===== config.mk =====
export PLATFORM = sky130hd
export DESIGN_NAME = dlm_regs
export DESIGN_NICKNAME = d
export VERILOG_FILES = /design/src/dlm_pkg.sv /design/src/dlm_regs.sv
export SDC_FILE = /design/constraint.sdc
export NUM_CORES = 1
export LEC_CHECK = 0
export ABC_AREA = 1
export BUFFER_PORTS_ARGS = -buffer_cell sky130_fd_sc_hd__buf_4
export CORE_ASPECT_RATIO = 1.75
export CORE_MARGIN = 4
export CORE_UTILIZATION = 59
export DETAILED_ROUTE_END_ITERATION = 10
export GPL_TIMING_DRIVEN = 0
export PLACE_DENSITY = 0.94
export RECOVER_POWER = 100
export SLEW_MARGIN = 20
export SYNTH_ARGS = -nofsm -noshare
export SYNTH_HDL_FRONTEND = slang
export SYNTH_SLANG_ARGS = --single-unit

===== constraint.sdc =====
create_clock -name i_clk -period 2.4 [get_ports i_clk]
set_clock_uncertainty 0.2 [all_clocks]
set_input_delay 0.12 -clock i_clk [delete_from_list [all_inputs] [get_ports i_clk]]
set_output_delay 0.12 -clock i_clk [all_outputs]
set_load 0.1 [all_outputs]

===== src/dlm_pkg.sv =====
// Package: register map, field layout and carriers of the data-line monitor bank
`default_nettype none
package dlm_pkg;

    // ******************************************
    // Register map (byte offsets)
    // ******************************************
    localparam logic [7:0] DLM_OFS_POS_RESULT_HI = 8'h43;
    localparam logic [7:0] DLM_OFS_POS_RESULT_LO = 8'h44;
    localparam logic [7:0] DLM_OFS_NEG_RESULT_HI = 8'h45;
    localparam logic [7:0] DLM_OFS_NEG_RESULT_LO = 8'h46;
    localparam logic [7:0] DLM_OFS_DRIVER_SELECT = 8'h47;
    localparam logic [7:0] DLM_OFS_DEVICE_IDENT  = 8'h48;

    // ******************************************
    // Field layout and reset values
    // ******************************************
    localparam int         DLM_POS_LEVEL_LSB  = 5;
    localparam int         DLM_NEG_LEVEL_LSB  = 2;
    localparam int         DLM_LEVEL_W        = 3;
    localparam int         DLM_SPARE_LSB      = 0;
    localparam int         DLM_SPARE_W        = 2;
    localparam int         DLM_PART_LSB       = 3;
    localparam int         DLM_REV_LSB        = 0;
    localparam int         DLM_ID_FIELD_W     = 3;
    localparam int         DLM_RESULT_W       = 16;
    localparam logic [7:0]  DLM_DRIVER_RESET  = 8'h00;
    localparam logic [15:0] DLM_RESULT_RESET  = 16'h0000;
    localparam logic [15:0] DLM_RESULT_MAX_MV = 16'h0e10;
    localparam logic [7:0]  DLM_READ_ZERO     = 8'h00;

    // ******************************************
    // Driver level codes
    // ******************************************
    typedef enum logic [2:0] {
        DLM_LVL_HIGH_IMPEDANCE = 3'h0,
        DLM_LVL_0V0            = 3'h1,
        DLM_LVL_0V6            = 3'h2,
        DLM_LVL_1V2            = 3'h3,
        DLM_LVL_2V0            = 3'h4,
        DLM_LVL_2V7            = 3'h5,
        DLM_LVL_3V3            = 3'h6,
        DLM_LVL_SHORT          = 3'h7
    } dlm_level_t;

    // ******************************************
    // Carriers
    // ******************************************
    typedef struct packed {
        logic        valid;
        logic [15:0] value;
    } dlm_result_t;

    typedef struct packed {
        logic       wr;
        logic       rd;
        logic [7:0] addr;
        logic [7:0] wdata;
    } dlm_req_t;

endpackage : dlm_pkg
`default_nettype wire


===== src/dlm_regs.sv =====
// Data-line monitor register bank: two result registers, driver select, identification
`default_nettype none
// Functional notes
// (RULE_01) The positive-line result is a read-only 16-bit millivolt value, 1 mV per count, 0 to 3600, zero at reset; stored unclamped above 3600.
// (RULE_02) The negative-line result is a read-only 16-bit millivolt value, 1 mV per count, 0 to 3600, zero at reset; stored unclamped above 3600.
// (RULE_03) Bits 7 to 5 of the driver select are the read/write positive-line level, zero at reset, code 7 shorts both lines.
// (RULE_04) Bits 4 to 2 of the driver select are the read/write negative-line level, zero at reset, code 7 reserved.
// (RULE_05) The identification byte is read-only: part code in bits 5 to 3, revision in 2 to 0, bits 7 to 6 read zero.
// (RULE_06) A two-byte result read returns both bytes from one conversion via a snapshot taken at the high byte.
module dlm_regs #(
    // Arbitrary identification values
    parameter logic [2:0] PART_CODE     = 3'h5,
    parameter logic [2:0] REVISION_CODE = 3'h2
) (
    // Clock and reset
    input  wire logic                 i_clk,
    input  wire logic                 i_rstn,
    // Register access port
    input  wire dlm_pkg::dlm_req_t    i_req,
    output var  logic [7:0]           o_rdata,
    output var  logic                 o_rvalid,
    // Conversion results from the converter
    input  wire dlm_pkg::dlm_result_t i_pos_result,
    input  wire dlm_pkg::dlm_result_t i_neg_result,
    // Driver controls
    output var  logic [2:0]           o_pos_line_drive_level,
    output var  logic [2:0]           o_neg_line_drive_level,
    output var  logic                 o_lines_shorted
);

    // ******************************************
    // Elaboration checks
    // ******************************************
    // Two spare bits sit above the part code in the identification byte
    if (dlm_pkg::DLM_PART_LSB + dlm_pkg::DLM_ID_FIELD_W > 8 - dlm_pkg::DLM_SPARE_W ||
        dlm_pkg::DLM_REV_LSB + dlm_pkg::DLM_ID_FIELD_W > dlm_pkg::DLM_PART_LSB)
    begin : g_bad_layout
        $error("dlm_regs: identification fields overlap");
    end

    if (dlm_pkg::DLM_NEG_LEVEL_LSB + dlm_pkg::DLM_LEVEL_W > dlm_pkg::DLM_POS_LEVEL_LSB ||
        dlm_pkg::DLM_POS_LEVEL_LSB + dlm_pkg::DLM_LEVEL_W > 8)
    begin : g_bad_levels
        $error("dlm_regs: driver level fields overlap or leave the byte");
    end

    // Result ports and the two-byte read path are sized for 16 bits
    if (dlm_pkg::DLM_RESULT_W != 16)
    begin : g_bad_result_width
        $error("dlm_regs: result width must be two bytes");
    end

    // ******************************************
    // State
    // ******************************************
    logic [15:0] pos_value_q;
    logic [15:0] neg_value_q;
    logic [7:0]  driver_q;
    logic [7:0]  pos_snap_lo_q;
    logic [7:0]  neg_snap_lo_q;
    logic        pos_snap_ok_q;
    logic        neg_snap_ok_q;
    logic [7:0]  rdata_q;
    logic        rvalid_q;

    // ******************************************
    // Helpers
    // ******************************************
    // Byte-address match, shared by every register decode
    function automatic logic f_hit(input logic [7:0] addr, input logic [7:0] ofs);
        return addr == ofs;
    endfunction

    // Low byte of a result: the snapshot while one is pending, else the live value
    function automatic logic [7:0] f_low_byte(input logic snap_ok, input logic [7:0] snap,
                                              input logic [15:0] live);
        return snap_ok ? snap : live[7:0];
    endfunction

    // ******************************************
    // Decode
    // ******************************************
    wire logic hit_pos_hi = f_hit(i_req.addr, dlm_pkg::DLM_OFS_POS_RESULT_HI);
    wire logic hit_pos_lo = f_hit(i_req.addr, dlm_pkg::DLM_OFS_POS_RESULT_LO);
    wire logic hit_neg_hi = f_hit(i_req.addr, dlm_pkg::DLM_OFS_NEG_RESULT_HI);
    wire logic hit_neg_lo = f_hit(i_req.addr, dlm_pkg::DLM_OFS_NEG_RESULT_LO);
    wire logic hit_drv    = f_hit(i_req.addr, dlm_pkg::DLM_OFS_DRIVER_SELECT);
    wire logic hit_id     = f_hit(i_req.addr, dlm_pkg::DLM_OFS_DEVICE_IDENT);

    wire logic rd_pos_hi = i_req.rd && hit_pos_hi;
    wire logic rd_pos_lo = i_req.rd && hit_pos_lo;
    wire logic rd_neg_hi = i_req.rd && hit_neg_hi;
    wire logic rd_neg_lo = i_req.rd && hit_neg_lo;
    // Results are read-only, so writes elsewhere than the driver byte are dropped
    wire logic wr_drv    = i_req.wr && hit_drv;

    wire logic [7:0] ident_byte =
        {dlm_pkg::DLM_READ_ZERO[dlm_pkg::DLM_SPARE_W-1:0], PART_CODE, REVISION_CODE}; // RULE_05

    // Low byte: snapshot if the high byte was read and its low byte not yet, else live value
    wire logic [7:0] pos_lo_byte = f_low_byte(pos_snap_ok_q, pos_snap_lo_q, pos_value_q); // RULE_06
    wire logic [7:0] neg_lo_byte = f_low_byte(neg_snap_ok_q, neg_snap_lo_q, neg_value_q); // RULE_06

    // Unmapped offsets read as zero
    wire logic [7:0] rd_mux =
        hit_pos_hi ? pos_value_q[15:8] :                 // RULE_01
        hit_pos_lo ? pos_lo_byte :                       // RULE_01
        hit_neg_hi ? neg_value_q[15:8] :                 // RULE_02
        hit_neg_lo ? neg_lo_byte :                       // RULE_02
        hit_drv    ? driver_q :
        hit_id     ? ident_byte :
                     dlm_pkg::DLM_READ_ZERO;

    // ******************************************
    // Result registers
    // ******************************************
    // Stored as delivered; values above full scale are not clamped
    always_ff @(posedge i_clk or negedge i_rstn)
    begin
        if (!i_rstn)
        begin
            pos_value_q <= dlm_pkg::DLM_RESULT_RESET; // RULE_01
            neg_value_q <= dlm_pkg::DLM_RESULT_RESET; // RULE_02
        end
        else
        begin
            if (i_pos_result.valid)
                pos_value_q <= i_pos_result.value; // RULE_01
            if (i_neg_result.valid)
                neg_value_q <= i_neg_result.value; // RULE_02
        end
    end

    // ******************************************
    // Snapshots of the low bytes
    // ******************************************
    // Taken at the high-byte read so a new conversion between bytes cannot tear the value
    always_ff @(posedge i_clk or negedge i_rstn)
    begin
        if (!i_rstn)
        begin
            pos_snap_lo_q <= dlm_pkg::DLM_READ_ZERO;
            neg_snap_lo_q <= dlm_pkg::DLM_READ_ZERO;
            pos_snap_ok_q <= 1'b0;
            neg_snap_ok_q <= 1'b0;
        end
        else
        begin
            if (rd_pos_hi)
            begin
                pos_snap_lo_q <= pos_value_q[7:0]; // RULE_06
                pos_snap_ok_q <= 1'b1;
            end
            else if (rd_pos_lo)
                pos_snap_ok_q <= 1'b0;
            if (rd_neg_hi)
            begin
                neg_snap_lo_q <= neg_value_q[7:0]; // RULE_06
                neg_snap_ok_q <= 1'b1;
            end
            else if (rd_neg_lo)
                neg_snap_ok_q <= 1'b0;
        end
    end

    // ******************************************
    // Driver select and read port
    // ******************************************
    // Reserved code 7 on the negative line is stored as written
    // Read data moves only on a read, so it holds until the next one
    always_ff @(posedge i_clk or negedge i_rstn)
    begin
        if (!i_rstn)
        begin
            driver_q <= dlm_pkg::DLM_DRIVER_RESET; // RULE_03 RULE_04
            rdata_q  <= dlm_pkg::DLM_READ_ZERO;
            rvalid_q <= 1'b0;
        end
        else
        begin
            if (wr_drv)
                driver_q <= i_req.wdata; // RULE_03 RULE_04
            rvalid_q <= i_req.rd;
            if (i_req.rd)
                rdata_q <= rd_mux;
        end
    end

    // ******************************************
    // Outputs
    // ******************************************
    logic [2:0] pos_lvl_q;
    logic [2:0] neg_lvl_q;
    logic       short_q;

    wire logic [2:0] pos_lvl_d = driver_q[dlm_pkg::DLM_POS_LEVEL_LSB +: dlm_pkg::DLM_LEVEL_W];
    wire logic [2:0] neg_lvl_d = driver_q[dlm_pkg::DLM_NEG_LEVEL_LSB +: dlm_pkg::DLM_LEVEL_W];

    // One cycle behind driver_q so every output is a flop
    // Short follows the positive code alone; negative code 7 drives nothing
    always_ff @(posedge i_clk or negedge i_rstn)
    begin
        if (!i_rstn)
        begin
            pos_lvl_q <= dlm_pkg::DLM_LVL_HIGH_IMPEDANCE;
            neg_lvl_q <= dlm_pkg::DLM_LVL_HIGH_IMPEDANCE;
            short_q   <= 1'b0;
        end
        else
        begin
            pos_lvl_q <= pos_lvl_d; // RULE_03
            neg_lvl_q <= neg_lvl_d; // RULE_04
            short_q   <= pos_lvl_d == dlm_pkg::DLM_LVL_SHORT; // RULE_03
        end
    end

    assign o_rdata                = rdata_q;
    assign o_rvalid               = rvalid_q;
    assign o_pos_line_drive_level = pos_lvl_q;
    assign o_neg_line_drive_level = neg_lvl_q;
    assign o_lines_shorted        = short_q;

endmodule // dlm_regs
`default_nettype wire


==> flow_metrics.py <==
metrics = {
    "timing": {
        "clock.fmax_mhz": 517,
        "worst_slew_pin_slew_ns": 1.21,
        "fin_tns_setup_ns": 0,
        "slew_viol_final": 0,
        "finalSetupViolations": 0,
        "post-route-period-util_pct": 80.6,
        "period_needed_ns": 1.93,
        "finalHoldViolations": 0,
        "rsz0062_at_grt": "false",
        "max_slew_margin_pct": 19.7,
    },
    "critical_path": {
        "critical-path-top-delay-family": "buffers and inverters",
        "critPathRequiredTime_ns": 2.08,
        "crit_fanout": 2,
        "cp-end-kind": "output port",
        "crit_arrival_ns": 1.61,
        "start_kind": "register",
        "max_stage_delay_ns": 0.88,
        "slowest_stage": "clkbuf_1",
        "critical_path_class": "register to output port",
        "crit_chain": "clkbuf_1",
        "path_buf_inv": 1,
    },
    "floorplan": {
        "die-area_um2": 7230,
        "die_h_um": 110,
        "start_util_pct": 61.7,
        "io_pins": 70,
        "fp-row-count": 36,
        "core_area_um2": 5630,
        "die_w_um": 66.0,
    },
    "global_routing": {
        "first_global_vias": 3164,
        "grt-ovfl-total": 0,
        "grt_pass1_wl_um": 14900,
        "grt_start_max_net_pins": 75,
        "grt_usage_pct": 28.1,
        "antenna_found_initial": 0,
    },
    "pwr": {
        "vdd_drop_max_uv": 435,
        "p_per_area_nw_per_um2": 605,
        "power.leakage_nw": 2.26,
    },
    "synth": {
        "synth_top_area_share_pct": 53.3,
        "yosysWarnings": 0,
        "seq_area_frac_synth_pct": 53.3,
        "synth_top_area_cell": "dfrtp_1",
        "netlist_area_um2": 3480,
        "synthCells": 387,
        "synth_area_leaders": "dfrtp_1 (53%), nand2_1 (10%), o21ai_0 (7.1%)",
        "synthDistinctLibCells": 25,
        "postSynthNetCount": 441,
        "ys_ff_latch": 74,
        "syn_avg_cell_area_um2": 8.98,
    },
    "clock_tree": {
        "cts.sinks": 74,
        "cts-htree-levels": 3,
        "clock_path_buffers": 2,
        "cts_buffers": 9,
        "cts_root_buffer": "clkbuf_8",
        "post_cts_resize_count": 0,
        "cts_tree": "done",
        "insertion_delay_ns": 0.36,
        "hold_buffers": 46,
        "postCtsSetupRepairBufs": 0,
        "clkTransAtPathRegs_ns": 0.08,
    },
    "layout": {
        "syn_to_final_growth_pct": 31.0,
        "fin_util_pct": 80.9,
        "regArea_um2": 1850,
        "nNetsFinal": 565,
        "fillers": 381,
        "final_cell_mix": "nand2_1 (98), dfrtp_1 (74), o21ai_0 (61)",
        "multi_input_area_um2": 1290,
        "antenna_cells": 0,
        "drive_gt1_share_pct": 19.6,
        "layout_commonest_cell": "nand2_1",
    },
    "place": {
        "gp_routability_congestion": 0.843,
        "dpl.hpwl_um": 6050,
        "io_buffer_count": 67,
    },
    "detailed_routing": {
        "drt_iter0_markers": 157,
        "firstDrtPassIters": 4,
        "post-route-drc-count": 0,
        "wl_um": 9060,
        "via_per_inst": 5.18,
        "vias": 3066,
        "wire_per_inst_um": 15.3,
        "ant_nets": 0,
    },
    "status": {
        "status": "finished clean",
    },
    "hold_path": {
        "min_path_type": "input pin to register",
    },
    "job": {
        "cap_violations": 0,
    },
}
-- final timing paths --
kind	start	endpoint	slack [ns]	depth (start not counted)
setup / recovery	o_rdata[3]	o_rdata[3]	0.47	1
hold / removal	i_neg_result[16]	neg_value_q[0]	0.04	2
setup reg to reg	neg_snap_ok_q	o_rdata[7]	0.58	6
hold reg to reg	driver_q[6]	o_pos_line_drive_level[1]	0.20	0
max in group asynchronous	i_rstn	neg_value_q[3]	1.17	2
min in group asynchronous	i_rstn	o_neg_line_drive_level[0]	0.25	2
-- power by group --
part,internal (mW),switching (mW)
logic,0.176,0.292
registers,1.34,0.0496
clock network,0.458,0.442
-- Yosys cell counts --
cell type / count
inv_1: 39
nand4_1: 1
dfrtp_1: 74
nand3_1: 14
nor3_1: 1
nor2_8: 2
o21ai_1: 7
inv_2: 2
clkbuf_1: 6
nor2_4: 4
o21ai_2: 15
buf_2: 3
nor3_2: 1
and3_1: 1
nand2_1: 96
a21boi_0: 8
nor2_1: 33
buf_8: 2
mux2_2: 12
inv_4: 1
nand2_2: 10
o21ai_0: 49
buf_6: 3
nand2_4: 2
buf_1: 1
-- area by class of cell --
cell class | instances | area share (%)
plain buffers | 15 | 1.68
well taps | 76 | 2.09
clock inverters | 2 | 0.220
clock buffers | 14 | 3.79
inverters | 42 | 3.52
repair buffers | 113 | 19.8
multi-input cells | 256 | 28.3
flip-flops and latches | 74 | 40.7
-- kinds of logic (layout without fill, tap and decap cells) --
logic type	after synthesis	after routing	synth area share (%)
muxes	12	12	3.89
buffers and inverters	57	186	7.63
DFF	74	74	53.3
AOI/OAI and AO/OA	79	79	13.6
and+or+nand+nor	165	165	21.6
-- sequential cells by signal, indices dropped and copies added, names as in the netlist --
register                count
pos_value_q                16
pos_snap_lo_q               8
o_lines_shorted             1
neg_snap_ok_q               1
neg_snap_lo_q               8
o_pos_line_drive_level      3
o_rdata                     8
o_neg_line_drive_level      3
pos_snap_ok_q               1
neg_value_q                16
driver_q                    8
o_rvalid                    1
-- routing by layer --
| metal | GRT usage [%] | share of wire, % | vias up |
|---|---|---|---|
| met5 | 0 | 0 | - |
| met4 | 17.4 | 4.6 | 0 |
| met3 | 4.60 | 3.7 | 28 |
| met2 | 51.7 | 57 | 100 |
| met1 | 28.8 | 35 | 1466 |
| li1 | - | - | 1472 |
-- metrics by stage --
step | setup WS (ns) | power [mW] | cell area, um2 | hold slack (ns) | std cells
global route | 0.381 | 2.86 | 4550 | 0.0615 | 592
detailed placement | 0.766 | 1.83 | 4070 | 0.0609 | 530
CTS | 0.736 | 2.78 | 4720 | 0.0258 | 592
finish | 0.467 | 2.76 | 4550 | 0.0426 | 592
floorplan | 0.936 | 1.66 | 3480 | -0.376 | 387
global placement | 0.805 | 1.81 | 4070 | 0.0637 | 530
Power figures use the tool's default switching activity.
